<file path="src/logic/cct_defines.svh">
// constants of the cascadable counter/timer block
`ifndef CCT_DEFINES_SVH
`define CCT_DEFINES_SVH

`define CCT_OSC_HZ       25_000_000
`define CCT_PRE_AB_W     6
`define CCT_PRE_C_W      4
`define CCT_CNT_W        32
`define CCT_DIV_W        3
`define CCT_CHAIN_LO     0
`define CCT_CHAIN_HI     1
`define CCT_PRE_C_LO     2
`define CCT_PRE_C_HI     5
`define CCT_CHAIN_8_8_32   2'h0
`define CCT_CHAIN_16_16_16 2'h1
`define CCT_CHAIN_8_24_16  2'h2
`define CCT_CHAIN_8_16_24  2'h3
`define CCT_MASK_8       32'h0000_00FF
`define CCT_MASK_16      32'h0000_FFFF
`define CCT_MASK_24      32'h00FF_FFFF
`define CCT_MASK_32      32'hFFFF_FFFF
`define CCT_DIV4_PHASE   2'h3
`define CCT_DIV8_PHASE   3'h7

`endif

</file>
<file path="src/logic/cct_pkg.sv">
// types of the cascadable counter/timer block
package cct_pkg;

  typedef enum logic [2:0] {
    CCT_CMD_NOP     = 3'h0,
    CCT_CMD_START   = 3'h1,
    CCT_CMD_STOP    = 3'h2,
    CCT_CMD_RESUME  = 3'h3,
    CCT_CMD_RESTART = 3'h4
  } cct_cmd_type;

  typedef enum logic [1:0] {
    CCT_EXT_CLOCK    = 2'h0,
    CCT_EXT_RETRIG   = 2'h1,
    CCT_EXT_NORETRIG = 2'h2,
    CCT_EXT_GATE     = 2'h3
  } cct_ext_mode_type;

  typedef enum logic {
    CCT_ST_IDLE = 1'b0,
    CCT_ST_RUN  = 1'b1
  } cct_state_type;

  typedef struct packed {
    logic [5:0]       timer_a_pre;
    logic [5:0]       timer_b_pre;
    logic [5:0]       timer_c_prescale_reg;
    logic [15:0]      init_a;
    logic [23:0]      init_b;
    logic [31:0]      init_c;
    logic             cont_a;
    logic             cont_b;
    logic             cont_c;
    logic             b_ext_src;
    cct_ext_mode_type b_ext_mode;
    logic             cascade_en;
    logic             out_sel_b;
    logic             c_div8;
  } cct_cfg_type;

endpackage

</file>
<file path="src/logic/cct_prescale.sv">
// programmable prescaler: one pulse out per div_i ticks in, 0 means 2**W
`timescale 1ns/1ns
module cct_prescale #(
  parameter int W = 6
) (
  input  wire logic         ref_clk_i,
  input  wire logic         srst_i,
  input  wire logic         tick_i,
  input  wire logic         clear_i,
  input  wire logic [W-1:0] div_i,
  output logic              pulse_o
);

  logic [W-1:0] cnt_reg;
  logic [W-1:0] cnt_next;
  logic         wrap;

  assign wrap    = (cnt_reg == W'(div_i - W'(1)));
  assign pulse_o = tick_i && wrap;

  always_comb begin
    cnt_next = cnt_reg;
    if (clear_i) begin
      cnt_next = '0;
    end else if (tick_i) begin
      cnt_next = wrap ? '0 : W'(cnt_reg + W'(1));
    end
  end

  always_ff @(posedge ref_clk_i) begin
    if (srst_i) begin
      cnt_reg <= '0;
    end else begin
      cnt_reg <= cnt_next;
    end
  end

endmodule // cct_prescale

</file>
<file path="src/logic/cct_down_cnt.sv">
// down counter with start/stop/resume/restart, single-pass or continuous
`timescale 1ns/1ns
module cct_down_cnt (
  input  wire logic                  ref_clk_i,
  input  wire logic                  srst_i,
  input  wire logic                  tick_i,
  input  wire cct_pkg::cct_cmd_type  cmd_i,
  input  wire logic                  cont_i,
  input  wire logic [31:0]           init_i,
  input  wire logic [31:0]           mask_i,
  output logic [31:0]                count_o,
  output logic                       tc_o,
  output logic                       run_o
);
  import cct_pkg::*;

  cct_state_type st_reg;
  cct_state_type st_next;
  logic [31:0]   cnt_reg;
  logic [31:0]   cnt_next;
  logic          tc_reg;
  logic          tc_next;
  logic [31:0]   load_val;

  assign load_val = init_i & mask_i;
  assign count_o  = cnt_reg;
  assign tc_o     = tc_reg;
  assign run_o    = (st_reg == CCT_ST_RUN);

  always_comb begin
    st_next  = st_reg;
    cnt_next = cnt_reg;
    tc_next  = 1'b0;
    unique case (cmd_i)
      CCT_CMD_START: begin
        st_next = CCT_ST_RUN;
        if (cnt_reg == 32'h0000_0000) begin
          cnt_next = load_val;
        end
      end
      CCT_CMD_STOP: begin
        st_next = CCT_ST_IDLE;
      end
      CCT_CMD_RESUME: begin
        st_next = CCT_ST_RUN;
      end
      CCT_CMD_RESTART: begin
        st_next  = CCT_ST_RUN;
        cnt_next = load_val;
      end
      CCT_CMD_NOP: begin
        if (st_reg == CCT_ST_RUN && tick_i) begin
          if ((cnt_reg & mask_i) <= 32'h0000_0001) begin
            tc_next = 1'b1;
            if (cont_i) begin
              cnt_next = load_val;
            end else begin
              cnt_next = 32'h0000_0000;
              st_next  = CCT_ST_IDLE;
            end
          end else begin
            // lower stages borrow from upper ones as one long counter
            cnt_next = (cnt_reg - 32'h0000_0001) & mask_i;
          end
        end
      end
      default: begin
        st_next = st_reg;
      end
    endcase
  end

  always_ff @(posedge ref_clk_i) begin
    if (srst_i) begin
      st_reg  <= CCT_ST_IDLE;
      cnt_reg <= 32'h0000_0000;
      tc_reg  <= 1'b0;
    end else begin
      st_reg  <= st_next;
      cnt_reg <= cnt_next;
      tc_reg  <= tc_next;
    end
  end

  AST_SINGLE_HALT: assert property (@(posedge ref_clk_i) disable iff (srst_i)
    (cmd_i == CCT_CMD_NOP && run_o && tick_i && !cont_i && (cnt_reg & mask_i) <= 32'h0000_0001)
    |=> (!run_o && cnt_reg == 32'h0000_0000 && tc_o))
    else $error("single pass did not halt at zero");

  AST_RELOAD: assert property (@(posedge ref_clk_i) disable iff (srst_i)
    (cmd_i == CCT_CMD_NOP && run_o && tick_i && cont_i && (cnt_reg & mask_i) <= 32'h0000_0001)
    |=> (run_o && cnt_reg == $past(load_val) && tc_o))
    else $error("continuous mode did not reload");

  AST_READ_STABLE: assert property (@(posedge ref_clk_i) disable iff (srst_i)
    (cmd_i == CCT_CMD_NOP && !tick_i) |=> ($stable(cnt_reg) && $stable(st_reg)))
    else $error("count changed without tick or command");

endmodule // cct_down_cnt

</file>
<file path="src/logic/cct_timers.sv">
// three cascadable counter/timers with capture and timer output pin
//
// Function
// start, stop, resume, restart commands per counter
// single-pass halts at zero; continuous reloads
// counter reads never disturb count or mode
// timer_b clock: osc/4 or external pin
// external input as clock, trigger or gate
// cascade: timer_a output clocks timer_b
// output pin carries timer_a or timer_b
// timer_a: 6-bit prescaler, 16-bit counter
// timer_b: 6-bit prescaler, 16-bit counter
// timer_c: 4-bit prescaler, 16-bit counter, capture
// prescale bits 1:0 select chain lengths
// each chain code sets three counter lengths
// timer_c clock osc/2, osc/8 only when 16-bit
// capture falling edge latches timer_c 16 bits
// capture always on, capture value read-only
// capture edge raises an interrupt request
// counters keep running in halt mode
// stop mode freezes counters and prescalers
// chained counters act as one longer counter
`timescale 1ns/1ns
`include "cct_defines.svh"
module cct_timers (
  input  wire logic                  ref_clk_i,
  input  wire logic                  srst_i,
  input  wire logic                  stop_mode_i,
  input  wire logic                  ext_timer_input_pin_i,
  input  wire logic                  capture_edge_pin_i,
  input  wire cct_pkg::cct_cfg_type  cfg_i,
  input  wire cct_pkg::cct_cmd_type  cmd_a_i,
  input  wire cct_pkg::cct_cmd_type  cmd_b_i,
  input  wire cct_pkg::cct_cmd_type  cmd_c_i,
  output logic                       timer_output_pin_o,
  output logic [15:0]                count_a_o,
  output logic [23:0]                count_b_o,
  output logic [31:0]                count_c_o,
  output logic [15:0]                capture_o,
  output logic                       capture_irq_o
);
  import cct_pkg::*;

  // ---------------------------------------------------------------
  // chain length selection
  // ---------------------------------------------------------------
  logic [1:0]  chain_sel;
  logic [31:0] mask_a;
  logic [31:0] mask_b;
  logic [31:0] mask_c;
  logic        c_is_16;

  assign chain_sel = cfg_i.timer_c_prescale_reg[`CCT_CHAIN_HI:`CCT_CHAIN_LO];

  always_comb begin
    mask_a = `CCT_MASK_8;
    mask_b = `CCT_MASK_16;
    mask_c = `CCT_MASK_16;
    unique case (chain_sel)
      `CCT_CHAIN_8_8_32: begin
        mask_b = `CCT_MASK_8;
        mask_c = `CCT_MASK_32;
      end
      `CCT_CHAIN_16_16_16: begin
        mask_a = `CCT_MASK_16;
      end
      `CCT_CHAIN_8_24_16: begin
        mask_b = `CCT_MASK_24;
      end
      `CCT_CHAIN_8_16_24: begin
        mask_c = `CCT_MASK_24;
      end
    endcase
  end

  assign c_is_16 = (mask_c == `CCT_MASK_16);

  // ---------------------------------------------------------------
  // oscillator dividers
  // ---------------------------------------------------------------
  // they run on the oscillator whatever the cpu does, so halt
  // leaves them alone; only stop freezes them
  logic [2:0] div_reg;
  logic [2:0] div_next;
  logic       run_ok;
  logic       tick4;
  logic       tick_c;

  assign run_ok = !stop_mode_i;

  always_comb begin
    div_next = div_reg;
    if (run_ok) begin
      div_next = 3'(div_reg + 3'h1);
    end
  end

  always_ff @(posedge ref_clk_i) begin
    if (srst_i) begin
      div_reg <= 3'h0;
    end else begin
      div_reg <= div_next;
    end
  end

  assign tick4  = run_ok && (div_reg[1:0] == `CCT_DIV4_PHASE);
  // osc/8 only honoured while timer_c is 16 bits long
  assign tick_c = run_ok && ((cfg_i.c_div8 && c_is_16) ? (div_reg == `CCT_DIV8_PHASE)
                                                        : div_reg[0]);

  // ---------------------------------------------------------------
  // external timer input
  // ---------------------------------------------------------------
  logic ext_prev_reg;
  logic ext_prev_next;
  logic ext_rise;
  logic trig;
  logic b_run;

  always_comb begin
    ext_prev_next = ext_prev_reg;
    if (run_ok) begin
      ext_prev_next = ext_timer_input_pin_i;
    end
  end

  always_ff @(posedge ref_clk_i) begin
    if (srst_i) begin
      ext_prev_reg <= 1'b0;
    end else begin
      ext_prev_reg <= ext_prev_next;
    end
  end

  assign ext_rise = run_ok && ext_timer_input_pin_i && !ext_prev_reg;

  // triggers restart timer_b from its initial value
  always_comb begin
    trig = 1'b0;
    if (cfg_i.b_ext_src && !cfg_i.cascade_en) begin
      unique case (cfg_i.b_ext_mode)
        CCT_EXT_RETRIG:   trig = ext_rise;
        CCT_EXT_NORETRIG: trig = ext_rise && !b_run;
        CCT_EXT_CLOCK:    trig = 1'b0;
        CCT_EXT_GATE:     trig = 1'b0;
      endcase
    end
  end

  // ---------------------------------------------------------------
  // timer_b clock source
  // ---------------------------------------------------------------
  logic tc_a;
  logic src_b;

  always_comb begin
    src_b = tick4;
    if (cfg_i.cascade_en) begin
      src_b = run_ok && tc_a;
    end else if (cfg_i.b_ext_src) begin
      unique case (cfg_i.b_ext_mode)
        CCT_EXT_CLOCK:    src_b = ext_rise;
        CCT_EXT_GATE:     src_b = tick4 && ext_timer_input_pin_i;
        CCT_EXT_RETRIG:   src_b = tick4;
        CCT_EXT_NORETRIG: src_b = tick4;
      endcase
    end
  end

  // ---------------------------------------------------------------
  // commands, gated off while stopped
  // ---------------------------------------------------------------
  cct_cmd_type cmd_a;
  cct_cmd_type cmd_b;
  cct_cmd_type cmd_c;

  assign cmd_a = run_ok ? cmd_a_i : CCT_CMD_NOP;
  assign cmd_b = !run_ok ? CCT_CMD_NOP : (trig ? CCT_CMD_RESTART : cmd_b_i);
  assign cmd_c = run_ok ? cmd_c_i : CCT_CMD_NOP;

  // ---------------------------------------------------------------
  // prescalers
  // ---------------------------------------------------------------
  logic pre_a;
  logic pre_b;
  logic pre_c;

  cct_prescale #(.W(`CCT_PRE_AB_W)) u_pre_a (
    .ref_clk_i (ref_clk_i),
    .srst_i    (srst_i),
    .tick_i    (tick4),
    .clear_i   (cmd_a == CCT_CMD_RESTART),
    .div_i     (cfg_i.timer_a_pre),
    .pulse_o   (pre_a)
  );

  cct_prescale #(.W(`CCT_PRE_AB_W)) u_pre_b (
    .ref_clk_i (ref_clk_i),
    .srst_i    (srst_i),
    .tick_i    (src_b),
    .clear_i   (cmd_b == CCT_CMD_RESTART),
    .div_i     (cfg_i.timer_b_pre),
    .pulse_o   (pre_b)
  );

  cct_prescale #(.W(`CCT_PRE_C_W)) u_pre_c (
    .ref_clk_i (ref_clk_i),
    .srst_i    (srst_i),
    .tick_i    (tick_c),
    .clear_i   (cmd_c == CCT_CMD_RESTART),
    .div_i     (cfg_i.timer_c_prescale_reg[`CCT_PRE_C_HI:`CCT_PRE_C_LO]),
    .pulse_o   (pre_c)
  );

  // ---------------------------------------------------------------
  // down counters
  // ---------------------------------------------------------------
  logic [31:0] cnt_a;
  logic [31:0] cnt_b;
  logic [31:0] cnt_c;
  logic        tc_b;

  cct_down_cnt u_cnt_a (
    .ref_clk_i (ref_clk_i),
    .srst_i    (srst_i),
    .tick_i    (pre_a),
    .cmd_i     (cmd_a),
    .cont_i    (cfg_i.cont_a),
    .init_i    ({16'h0000, cfg_i.init_a}),
    .mask_i    (mask_a),
    .count_o   (cnt_a),
    .tc_o      (tc_a),
    .run_o     ()
  );

  cct_down_cnt u_cnt_b (
    .ref_clk_i (ref_clk_i),
    .srst_i    (srst_i),
    .tick_i    (pre_b),
    .cmd_i     (cmd_b),
    .cont_i    (cfg_i.cont_b),
    .init_i    ({8'h00, cfg_i.init_b}),
    .mask_i    (mask_b),
    .count_o   (cnt_b),
    .tc_o      (tc_b),
    .run_o     (b_run)
  );

  cct_down_cnt u_cnt_c (
    .ref_clk_i (ref_clk_i),
    .srst_i    (srst_i),
    .tick_i    (pre_c),
    .cmd_i     (cmd_c),
    .cont_i    (cfg_i.cont_c),
    .init_i    (cfg_i.init_c),
    .mask_i    (mask_c),
    .count_o   (cnt_c),
    .tc_o      (),
    .run_o     ()
  );

  // read-only views of the live counts
  assign count_a_o = cnt_a[15:0];
  assign count_b_o = cnt_b[23:0];
  assign count_c_o = cnt_c;

  // ---------------------------------------------------------------
  // timer output pin and capture
  // ---------------------------------------------------------------
  logic        tout_reg;
  logic        tout_next;
  logic        cap_prev_reg;
  logic        cap_prev_next;
  logic [15:0] cap_reg;
  logic [15:0] cap_next;
  logic        irq_reg;
  logic        irq_next;
  logic        cap_fall;

  assign cap_fall = run_ok && cap_prev_reg && !capture_edge_pin_i;

  always_comb begin
    tout_next     = tout_reg;
    cap_prev_next = cap_prev_reg;
    cap_next      = cap_reg;
    irq_next      = 1'b0;
    if (cfg_i.out_sel_b ? tc_b : tc_a) begin
      tout_next = !tout_reg;
    end
    if (run_ok) begin
      cap_prev_next = capture_edge_pin_i;
    end
    if (cap_fall) begin
      cap_next = cnt_c[15:0];
      irq_next = 1'b1;
    end
  end

  always_ff @(posedge ref_clk_i) begin
    if (srst_i) begin
      tout_reg     <= 1'b0;
      cap_prev_reg <= 1'b1;
      cap_reg      <= 16'h0000;
      irq_reg      <= 1'b0;
    end else begin
      tout_reg     <= tout_next;
      cap_prev_reg <= cap_prev_next;
      cap_reg      <= cap_next;
      irq_reg      <= irq_next;
    end
  end

  assign timer_output_pin_o = tout_reg;
  assign capture_o          = cap_reg;
  assign capture_irq_o      = irq_reg;

  // ---------------------------------------------------------------
  // checks
  // ---------------------------------------------------------------
  AST_CAPTURE: assert property (@(posedge ref_clk_i) disable iff (srst_i)
    (run_ok && $fell(capture_edge_pin_i)) |=> (capture_o == $past(cnt_c[15:0])))
    else $error("capture did not latch timer_c");

  AST_CAP_IRQ: assert property (@(posedge ref_clk_i) disable iff (srst_i)
    capture_irq_o |-> ($past(capture_edge_pin_i, 2) && !$past(capture_edge_pin_i)))
    else $error("capture interrupt without falling edge");

  AST_FREEZE: assert property (@(posedge ref_clk_i) disable iff (srst_i)
    (stop_mode_i && $past(stop_mode_i)) |-> ($stable(cnt_a) && $stable(cnt_b)
                                             && $stable(cnt_c) && $stable(div_reg)))
    else $error("counters moved in stop mode");

  AST_TOUT: assert property (@(posedge ref_clk_i) disable iff (srst_i)
    (cfg_i.out_sel_b ? tc_b : tc_a) |=> (timer_output_pin_o != $past(timer_output_pin_o)))
    else $error("timer output did not toggle");

  AST_CASCADE: assert property (@(posedge ref_clk_i) disable iff (srst_i)
    (cfg_i.cascade_en && !tc_a) |-> !src_b)
    else $error("timer_b clocked without timer_a output");

  AST_C_DIV: assert property (@(posedge ref_clk_i) disable iff (srst_i)
    (!c_is_16 && run_ok) |-> (tick_c == div_reg[0]))
    else $error("osc/8 used while timer_c not 16 bits");

endmodule // cct_timers

</file>
<file path="config.mk">
export PLATFORM = sky130hd
export DESIGN_NAME = cct_timers
export DESIGN_NICKNAME = d
export VERILOG_FILES = /design/src/logic/cct_pkg.sv /design/src/logic/cct_prescale.sv /design/src/logic/cct_down_cnt.sv /design/src/logic/cct_timers.sv
export VERILOG_INCLUDE_DIRS = /design/src /design/src/logic
export SDC_FILE = /design/constraint.sdc
export NUM_CORES = 1
export LEC_CHECK = 0
export BUFFER_PORTS_ARGS = -buffer_cell sky130_fd_sc_hd__buf_2
export CAP_MARGIN = 20
export CORE_UTILIZATION = 52
export DETAILED_ROUTE_END_ITERATION = 10
export GPL_TIMING_DRIVEN = 0
export PLACE_DENSITY = 0.79
export REMOVE_ABC_BUFFERS = 1
export SYNTH_ARGS = -nofsm -noshare
export SYNTH_HDL_FRONTEND = slang
export SYNTH_HIERARCHICAL = 1
export SYNTH_SLANG_ARGS = --single-unit
</file>
<file path="constraint.sdc">
create_clock -name ref_clk_i -period 3.05 [get_ports ref_clk_i]
set_clock_uncertainty 0.2 [all_clocks]
set_input_delay 0.1525 -clock ref_clk_i [delete_from_list [all_inputs] [get_ports ref_clk_i]]
set_output_delay 0.1525 -clock ref_clk_i [all_outputs]
set_load 0.01 [all_outputs]
</file>
* Yosys cells after proc, flatten, opt, wreduce, memory -nomap -nowiden *
Cells that the tools add are included.

word-level totals
  flip-flop bits (word level) = 140
  input port bits = 113
  output and inout port bits = 90

cells by class
  add/sub/neg operators = 10
  $lt $le $gt $ge = 3
  equality and inequality tests = 36
  multiplexer cells = 47
  bitwise gates (word level) = 13
  reductions and logical operators = 53

operators with widths
  kind                   number
  $mux 32                12
  $pmux 32 s3            3
  $and 32x32->32         3
  $le 32x1->1 const B    3
  $logic_not 32->1       3
  $sub 32x1->32 const B  3
  $and 32x16->32         2
  $and 32x24->32         2
  $pmux 32 s2            1
  $pmux 24 s2            1
  $eq 32x16->1 const B   1
  $and 24x24->24         1
  $eq 3x2->1 const B     6
  $ne 2x1->1 const B     9
  $reduce_bool 3->1      6
  $logic_and 1x1->1      17
  $mux 1                 17
  $and 16x16->16         1
  $mux 16                1
  $pmux 1 s3             5
  $reduce_or 3->1        5
  $add 6x1->6 const B    2
  $eq 3x3->1 const B     4
  $eq 6x6->1             2
  19 further kinds       52

* Logic depth before layout (Yosys ltp) *
Gate-level depths: netlist of the first run.

  word-level depth = 12
  gate-level depth with buffers = 17

* Hierarchy *
The synthesis of the first run kept the hierarchy.

modules (own cells, without submodules)
  module                       times used  cells an instance  area each (um^2)
  cct_down_cnt                 3           345                2768.9
  cct_timers                   1           122                1174.9
  cct_prescale at u_pre_a ...  2           44                 466.7
  cct_prescale at u_pre_c      1           26                 284.0

* Worst setup path before layout of the first run *
Ideal clock, no wire load.

  path type = flip-flop to flip-flop
  start point = register ext_prev_reg
  end point = register u_cnt_b.cnt_reg[17] (netlist: u_cnt_b/count_o[17])
  setup time = 0.077 ns
  data arrival time = 2.742 ns
  data required time = 2.773 ns
  slack = 0.031 ns
  stages on the path, launching flop included = 11
  period minus slack after synthesis = 3.019 ns
  path through = dfxtp_1 > nor4b_2 > o211ai_1 > and3b_1 > or3_1 > clkbuf_1 > a21oi_1 > clkbuf_1 > clkbuf_1 > a22oi_1 > o22ai_1

between the ends
  word-level cells in the longest chain between the ends = 10

RTL lines
  what                                                       RTL line            RTL
  from (decl)                                                cct_timers.sv:114   logic ext_prev_reg;
  from (signal assigned)                                     cct_timers.sv:131   ext_prev_reg <= ext_prev_next;
  $logic_not 1->1 *                                          cct_timers.sv:135   assign ext_rise = run_ok && ext_timer_input_pin_i && !ext_prev_reg;
  $logic_and 1x1->1 *                                        cct_timers.sv:135
  $logic_and 1x1->1                                          cct_timers.sv:143   CCT_EXT_NORETRIG: trig = ext_rise && !b_run;
  $pmux 1 s3 *                                               cct_timers.sv:141   unique case (cfg_i.b_ext_mode)
  $mux 1 *                                                   cct_timers.sv:140   if (cfg_i.b_ext_src && !cfg_i.cascade_en) begin
  $mux 3 * (2 in series)                                     cct_timers.sv:178   assign cmd_b = !run_ok ? CCT_CMD_NOP : (trig ? CCT_CMD_RESTART : cmd_b_i);
  named net cmd_b[1]                                         cct_timers.sv:174   cct_cmd_type cmd_b;
  $eq 3x1->1, or another cell as far along                   cct_down_cnt.sv:34  unique case (cmd_i)
  $ne 2x1->1 (no line) or $reduce_bool 3->1 (tied branches)  -
  $reduce_and 3->1 (no line)                                 -
  to (signal assigned)                                       cct_down_cnt.sv:80  cnt_reg <= cnt_next;
  to (decl)                                                  cct_down_cnt.sv:19  logic [31:0] cnt_reg;

Mark *: on every way through the listed nets, which the timed path passes. The rest lies on a longest branch.
A chain may end at the register's enable or synchronous reset.

* Worst setup path in the final report of the first run *
  start point = input cfg_i[81] (netlist name)
  end point = register u_cnt_b.cnt_reg[16] (netlist: u_cnt_b/count_o[16])

between the ends
  word-level cells in the longest chain between the ends = 7

RTL lines
  what                                           RTL line            RTL
  from (decl)                                    cct_timers.sv:31    input wire cct_pkg::cct_cfg_type cfg_i,
  $eq 2x2->1 or $logic_not 2->1 (tied branches)  cct_timers.sv:59    unique case (chain_sel)
  $pmux 24 s2 *                                  cct_timers.sv:59
  named net mask_b[10]                           cct_timers.sv:49    logic [31:0] mask_b;
  $and 32x24->32 *                               cct_down_cnt.sv:53  if ((cnt_reg & mask_i) <= 32'h0000_0001) begin
  $le 32x1->1 *                                  cct_down_cnt.sv:53
  $mux 32 *                                      cct_down_cnt.sv:53
  $mux 32 *                                      cct_down_cnt.sv:52  if (st_reg == CCT_ST_RUN && tick_i) begin
  $pmux 32 s3 *                                  cct_down_cnt.sv:34

Mark *: on every way through the listed nets, which the timed path passes. The rest lies on a longest branch. The select of a mux whose other input is x is not followed.

==> out/results.ini, run 1 <==
[status]
status=finished, violations left
violations=negative hold slack

[min_path]
holdPathEnd=u_pre_c/cnt_reg[1]
min_from=cmd_c_i[0]
min_path_cells=3
min_path_type=primary input to flip-flop

[power_and_ir_drop]
clkPwrFrac=0.284
internal-power_uw=4950
total_power_uw=8230
peakVddDrop_v=0.000436
p_seq_frac=0.263
swShare=0.399
power_frac_comb=0.453
netSwitchingPower_uw=3280
power_density_mw_per_mm2=563
p_leak_uw=0.00662

[clock_tree]
cts_root_buf=clkbuf_16
cts_tree=built
cts_num_sinks=140
insertion_delay_ns=0.42
cts_max_path_buffers=2
clk_pin_slew_ns=0.06
cts_buffers=17
htree_levels=4

[sta]
min_period_over_period=1.00
finalHoldViolations=1
hold_slack_ns=-0.00103
finalSetupViolations=0
slew_headroom=0.324
worst_pin_slew_ns=1.00
fin_crit_ns=3.05
slew_violations=0
max_freq_mhz=328

[detailed_routing]
dr.first_iter.drc_count=1317
vias=12400
wire_per_inst_um=18.4
viasPerCell=6.14
antenna_left=0
post-route-drc-count=0
drt-total-wl_um=37200
firstDrtPassIters=7

[yosys]
synth_area_mm2=0.0107
avgSynthCellArea_um2=8.41
synthCells=1268
ys_warn_count=6

[setup_path]
worstReg2RegStart=u_cnt_c/count_o[9]
worstSetupPathType=primary input to flip-flop
rrSetupSlack_ns=0.02
cp-end-kind=flip-flop
ff2ff_path_depth=6
startpoint_type=primary input
path_max_fanout=21
crit_required_ns=3.16
reg2reg_to=u_cnt_c/count_o[10]
cp.arrival_ns=3.16

[placement]
placed_cell_area_mm2=0.0126
dp_cells=1866
port_buffers=202
place_congestion=0.921
hpwl_um=23200

[layout]
final_core_utilization=0.725
area_delta_synth_final_pct=37.1
fillers=1552
final_common_cell=buf_2
final_nets=1870
instances_no_fill=2021
final_area_mm2=0.0146
mostFrequentLayoutCells=buf_2, conb_1, dfxtp_1
drive_gt1_frac=0.242

[floorplanning]
die_x_um=145
ioPinCount=203
initial_core_util=0.529
row_count=52
die_area_mm2=0.0211
die_h_um=145
core_mm2=0.0202

[global_routing]
grtUsageTotal=0.336
grt_pass1_vias=11400
antenna_found_initial=4
grt_pass1_wl_um=58200
grt_max_degree=46
grt_overflow_total=0

[flow_run]
max-cap-violations=0

[metrics by stage]
step	setup slack, ns	TNS (ns)
final	0.000656	0
after global routing	-0.135	-0.393
after CTS	0.00104	0
after detailed placement	-1.07	-59.36
after global placement	-2.14	-131.30
after floorplan	-0.898	-30.23
[how the worst max path moves through the flow]
stage,slack [ns],depth (start not counted),startpoint,end
4_1_cts,0.001,6,u_cnt_a/count_o[9],u_cnt_a/count_o[10]
3_5_place_dp,-1.07,12,div_reg[0],u_cnt_b/count_o[2]
6_report,0.0007,11,cfg_i[81],u_cnt_b/count_o[16]
3_3_place_gp,-2.14,8,stop_mode_i,u_cnt_b/count_o[14]
5_1_grt,-0.14,12,cfg_i[81],u_cnt_c/count_o[28]
2_1_floorplan,-0.90,7,ext_prev_reg,u_cnt_b/count_o[10]
[power groups by stage]
stage / registers (µW) / clock network [µW] / logic, µW
6_report: 2160 / 2340 / 3730
5_1_grt: 2180 / 2440 / 3960
4_1_cts: 2150 / 2370 / 3410
3_5_place_dp: 2190 / 0 / 3110
3_3_place_gp: 2180 / 0 / 2940
2_1_floorplan: 2160 / 0 / 2190
[repair_timing]
action,4_1_cts,5_1_grt
pin swaps,13,16
hold endpoints to repair,77,0
gates cloned,4,0
resized for setup,35,41
endpoints found under the setup margin,99,58
setup buffers,30,20
hold buffers,65,0
[critical path: stages]
cell	delay [ns]
buf_2	0.12
inv_1	0.10
ha_1	0.15
inv_1	0.31
a22oi_1	0.32
nand2_1	0.13
nor4_4	0.74
and2_1	0.52
a311oi_4	0.15
buf_4	0.20
a32o_1	0.25
[final cells by class]
type	count	area, µm²	share of cell area
tap	270	338	0.0231
timing repair buffer	326	2250	0.154
antenna	4	10.0	0.000684
multi-input combinational	1191	8340	0.570
clock inverter	10	189	0.0129
clock buffer	21	460	0.0315
inverter	59	221	0.0151
sequential	140	2830	0.193
[layer usage]
layer	up-vias	share of wire	GRT usage
met1	5831	0.40	0.424
li1	5712	-	-
met5	-	0.00022	0
met2	739	0.48	0.559
met4	2	0.034	0.143
met3	129	0.094	0.0635
No activity file was read; power rests on OpenSTA's default activity.
==> inputs of run 2 (changes only) <==
--- a/config.mk
+++ b/config.mk
@@ -10,7 +10,6 @@
 export CAP_MARGIN = 20
 export CORE_UTILIZATION = 52
 export DETAILED_ROUTE_END_ITERATION = 10
-export GPL_TIMING_DRIVEN = 0
 export PLACE_DENSITY = 0.79
 export REMOVE_ABC_BUFFERS = 1
 export SYNTH_ARGS = -nofsm -noshare
==> out/results.ini, run 2 (synthesis results as in run 1) <==
[detailed_routing]
post-route-drc-count=0
drt-total-wl_um=38700
antenna_left=0
vias=12500
wire_per_inst_um=18.4
viasPerCell=5.94
firstDrtPassIters=5
dr.first_iter.drc_count=1400

[power_and_ir_drop]
netSwitchingPower_uw=3290
peakVddDrop_v=0.000407
swShare=0.406
internal-power_uw=4820
power_density_mw_per_mm2=547
clkPwrFrac=0.257
p_leak_uw=0.00690
power_frac_comb=0.488
total_power_uw=8110
p_seq_frac=0.255

[flow_run]
max-cap-violations=0

[placement]
dpl_worst_slack_ns=-0.0470
hpwl_um=26900
port_buffers=202
place_congestion=0.958

[layout]
mostFrequentLayoutCells=buf_2, conb_1, dfxtp_1
final_core_utilization=0.735
fillers=1536
drive_gt1_frac=0.253
final_nets=1953
final_common_cell=buf_2
area_delta_synth_final_pct=38.9

[setup_path]
cp-end-kind=flip-flop
worstSetupPathType=flip-flop to flip-flop
critPathSlowestCell=o41a_1
path_cells=or4_4, or4_4, o41a_1, buf_6, a311oi_4, buf_6, a32o_1
path_max_fanout=5
cp.arrival_ns=3.15
startpoint_type=flip-flop
crit_buf_inv=2
crit_family=simple AND/OR/NAND/NOR gates
crit_required_ns=3.22
critPathMaxStageDelay_ns=0.57

[sta]
finalHoldViolations=0
finalSetupViolations=0
slew_violations=0
worst_pin_slew_ns=0.841
slew_headroom=0.434
worst_slack_ns=0.0651
min_period_over_period=0.979
fin_crit_ns=2.98
hold_slack_ns=0.0169
max_freq_mhz=335

[floorplanning]
die_h_um=145
row_count=52
ioPinCount=203
die_x_um=145
core_mm2=0.0202
initial_core_util=0.529
die_area_mm2=0.0211

[global_routing]
grtUsageTotal=0.361
grt_pass1_vias=12000
grt_pass1_wl_um=62000
antenna_found_initial=3
grt_max_degree=35
grt_overflow_total=0

[clock_tree]
cts_tree=built
htree_levels=4
cts_root_buf=clkbuf_16
cts_max_path_buffers=2
clk_pin_slew_ns=0.06
cts_buffers=17
cts_num_sinks=140
insertion_delay_ns=0.43

[min_path]
min_path_type=primary input to flip-flop

[status]
status=finished clean

## run 2: timing repair
item                                    4_1_cts  5_1_grt
hold buffers                                 65        1
endpoints found under the hold margin        62        1
setup buffers                                 0        3
resized for setup                             0       15
endpoints found under the setup margin        0       28
## run 2: per-layer routing
| metal | track usage | part of all wire | wire, µm | vias up |
|---|---|---|---|---|
| met5 | 0 | 0.00034 | 13 | - |
| met4 | 0.154 | 0.034 | 1300 | 2 |
| met3 | 0.0594 | 0.091 | 3520 | 120 |
| met2 | 0.612 | 0.47 | 18400 | 734 |
| met1 | 0.452 | 0.40 | 15500 | 5783 |
| li1 | - | - | - | 5845 |
## run 2: final cells by class
cell class                 instances  area, µm²  area share
clock buffer                      21        450      0.0304
inverter                          59        221      0.0149
timing repair buffer             413       2870       0.194
sequential                       140       2810       0.189
tap                              270        338      0.0228
clock inverter                    11        120     0.00811
multi-input combinational       1187       8010       0.540
antenna                            2       5.00    0.000338
## run 2: worst paths after layout
check        slack [ns]                   to  cells past startpoint               start
max                0.07  u_cnt_a/count_o[11]                      7  u_cnt_a/count_o[5]
min                0.02   u_cnt_a/count_o[3]                      4           cfg_i[68]
max reg2reg        0.07  u_cnt_a/count_o[11]                      7  u_cnt_a/count_o[5]
min reg2reg        0.29         u_cnt_b/tc_o                      2       u_cnt_b/run_o
## run 2: power by group through the flow
| stage | Combinational [µW] | Sequential, µW | Clock, µW |
|---|---|---|---|
| 3_5_place_dp | 3690 | 2100 | 0 |
| 4_1_cts | 3780 | 2060 | 2090 |
| 6_report | 3960 | 2070 | 2080 |
| 3_3_place_gp | 3630 | 2100 | 0 |
| 2_1_floorplan | 2190 | 2160 | 0 |
| 5_1_grt | 4200 | 2080 | 2180 |
## run 2: through the flow
stage | area [µm²] | instances | setup TNS (ns)
6_report | 14800 | 2103 | 0
5_1_grt | 14800 | 2103 | -0.340
4_1_cts | 14700 | 2097 | 0
3_5_place_dp | 13500 | 2000 | -0.0719
3_3_place_gp | 13500 | 2000 | 0
2_1_floorplan | 11000 | 1386 | -30.23
## run 2: tightest hold or removal path, stage by stage
cell	delay [ns]
buf_2	0.08
and3_1	0.13
a2111oi_0	0.05
nor3_1	0.16
==> inputs of run 3 (changes only) <==
--- a/config.mk
+++ b/config.mk
@@ -11,6 +11,7 @@
 export CORE_UTILIZATION = 52
 export DETAILED_ROUTE_END_ITERATION = 10
 export PLACE_DENSITY = 0.79
+export RECOVER_POWER = 50
 export REMOVE_ABC_BUFFERS = 1
 export SYNTH_ARGS = -nofsm -noshare
 export SYNTH_HDL_FRONTEND = slang
==> out/results.ini, run 3 (synthesis results as in run 1) <==
[detailed_routing]
wire_per_inst_um=18.4
post-route-drc-count=0
firstDrtPassIters=7
drt-total-wl_um=38700
antenna_left=0
vias=12600
dr.first_iter.drc_count=1351
viasPerCell=5.97

[status]
status=finished clean

[setup_path]
path_max_fanout=5
critPathSlowestCell=o41a_1
cp.arrival_ns=3.15
ff2ff_path_depth=7
path_cells=or4_4, or4_4, o41a_1, buf_6, a311oi_4, buf_6, a32o_1
rrSetupSlack_ns=0.06
critPathMaxStageDelay_ns=0.57
worstReg2RegStart=u_cnt_a/count_o[5]
worstSetupPathType=flip-flop to flip-flop
cp-end-kind=flip-flop
startpoint_type=flip-flop
crit_required_ns=3.22
reg2reg_to=u_cnt_a/count_o[13]

[layout]
final_common_cell=conb_1
drive_gt1_frac=0.202
final_area_mm2=0.0146
mostFrequentLayoutCells=conb_1, buf_2, dfxtp_1
area_delta_synth_final_pct=36.7
final_nets=1953
fillers=1623

[sta]
slew_headroom=0.433
setup-tns-final_ns=0
worst_slack_ns=0.0632
min_period_over_period=0.979
slew_violations=0
finalSetupViolations=0
max_freq_mhz=335
finalHoldViolations=0
fin_crit_ns=2.99
worst_pin_slew_ns=0.843

[clock_tree]
cts_root_buf=clkbuf_16
htree_levels=4
cts_num_sinks=140
clk_pin_slew_ns=0.06
cts_buffers=17
cts_max_path_buffers=2
insertion_delay_ns=0.43
cts_tree=built

[floorplanning]
die_h_um=145
die_x_um=145
die_area_mm2=0.0211
row_count=52
initial_core_util=0.529
core_mm2=0.0202
ioPinCount=203

[min_path]
holdPathEnd=u_pre_a/cnt_reg[1]
min_path_type=primary input to flip-flop
min_path_cells=3
min_from=cmd_a_i[1]

[global_routing]
grtUsageTotal=0.361
grt_pass1_vias=12000
antenna_found_initial=3
grt_pass1_wl_um=62000
grt_max_degree=35
grt_overflow_total=0

[power_and_ir_drop]
p_leak_uw=0.00650
peakVddDrop_v=0.000407
power_density_mw_per_mm2=551
total_power_uw=8040

[placement]
port_buffers=202
place_congestion=0.958
placed_cell_area_mm2=0.0135
hpwl_um=26900
dpl_worst_slack_ns=-0.0470

[flow_run]
max-cap-violations=0

[run 3: power by group]
group	switching (µW)	leakage, µW	internal (µW)
logic	2290	0.00510	1600
registers	127	0.00114	1940
clock network	854	0.000273	1220
[run 3: how the worst max path moves through the flow]
stage	start	end	slack, ns	depth (start not counted)
finish	u_cnt_a/count_o[5]	u_cnt_a/count_o[13]	0.06	7
global route	u_cnt_b/run_o	u_cnt_b/count_o[11]	-0.06	9
floorplan	ext_prev_reg	u_cnt_b/count_o[10]	-0.90	7
CTS	u_cnt_a/count_o[9]	u_cnt_a/count_o[5]	0.02	5
detailed placement	cfg_i[3]	u_cnt_b/count_o[28]	-0.05	15
global placement	cfg_i[3]	u_cnt_b/count_o[21]	0.08	15
[run 3: cell type report]
class	instances	area, µm²	area share
Multi-Input combinational cell	1187	7990	0.548
Sequential cell	140	2800	0.192
Timing Repair Buffer	413	2650	0.182
Clock buffer	21	450	0.0309
Tap cell	270	338	0.0232
Inverter	59	221	0.0152
Clock inverter	11	120	0.00824
Antenna cell	2	5.00	0.000343
[run 3: per-layer routing]
layer | wire, µm | GRT usage | vias to the layer above
li1 | - | - | 5849
met1 | 15400 | 0.452 | 5797
met2 | 18300 | 0.612 | 767
met3 | 3530 | 0.0594 | 150
met4 | 1420 | 0.154 | 2
met5 | 13 | 0 | -
[run 3: repair_timing]
action / in CTS / in global routing
hold buffers: 65 / 1
hold endpoints to repair: 62 / 1
resized for setup: 0 / 15
setup buffers: 0 / 3
setup endpoints to repair: 0 / 28
[run 3: worst max-delay path: cells and delay by family (launching register included)]
kind            cells  cell delay (ns)
simple gates        2             1.09
compound gates      3             0.98
buf+inv             2             0.35
flops               1             0.31
[run 3: metrics by stage]
stage                     cells  hold slack (ns)   util
final                      2103           0.0109  0.723
after global routing       2103           0.0364  0.723
after CTS                  2097          0.00153  0.731
after floorplan            1386           0.0214      -
after global placement     2000            0.213  0.670
after detailed placement   2000            0.216  0.670
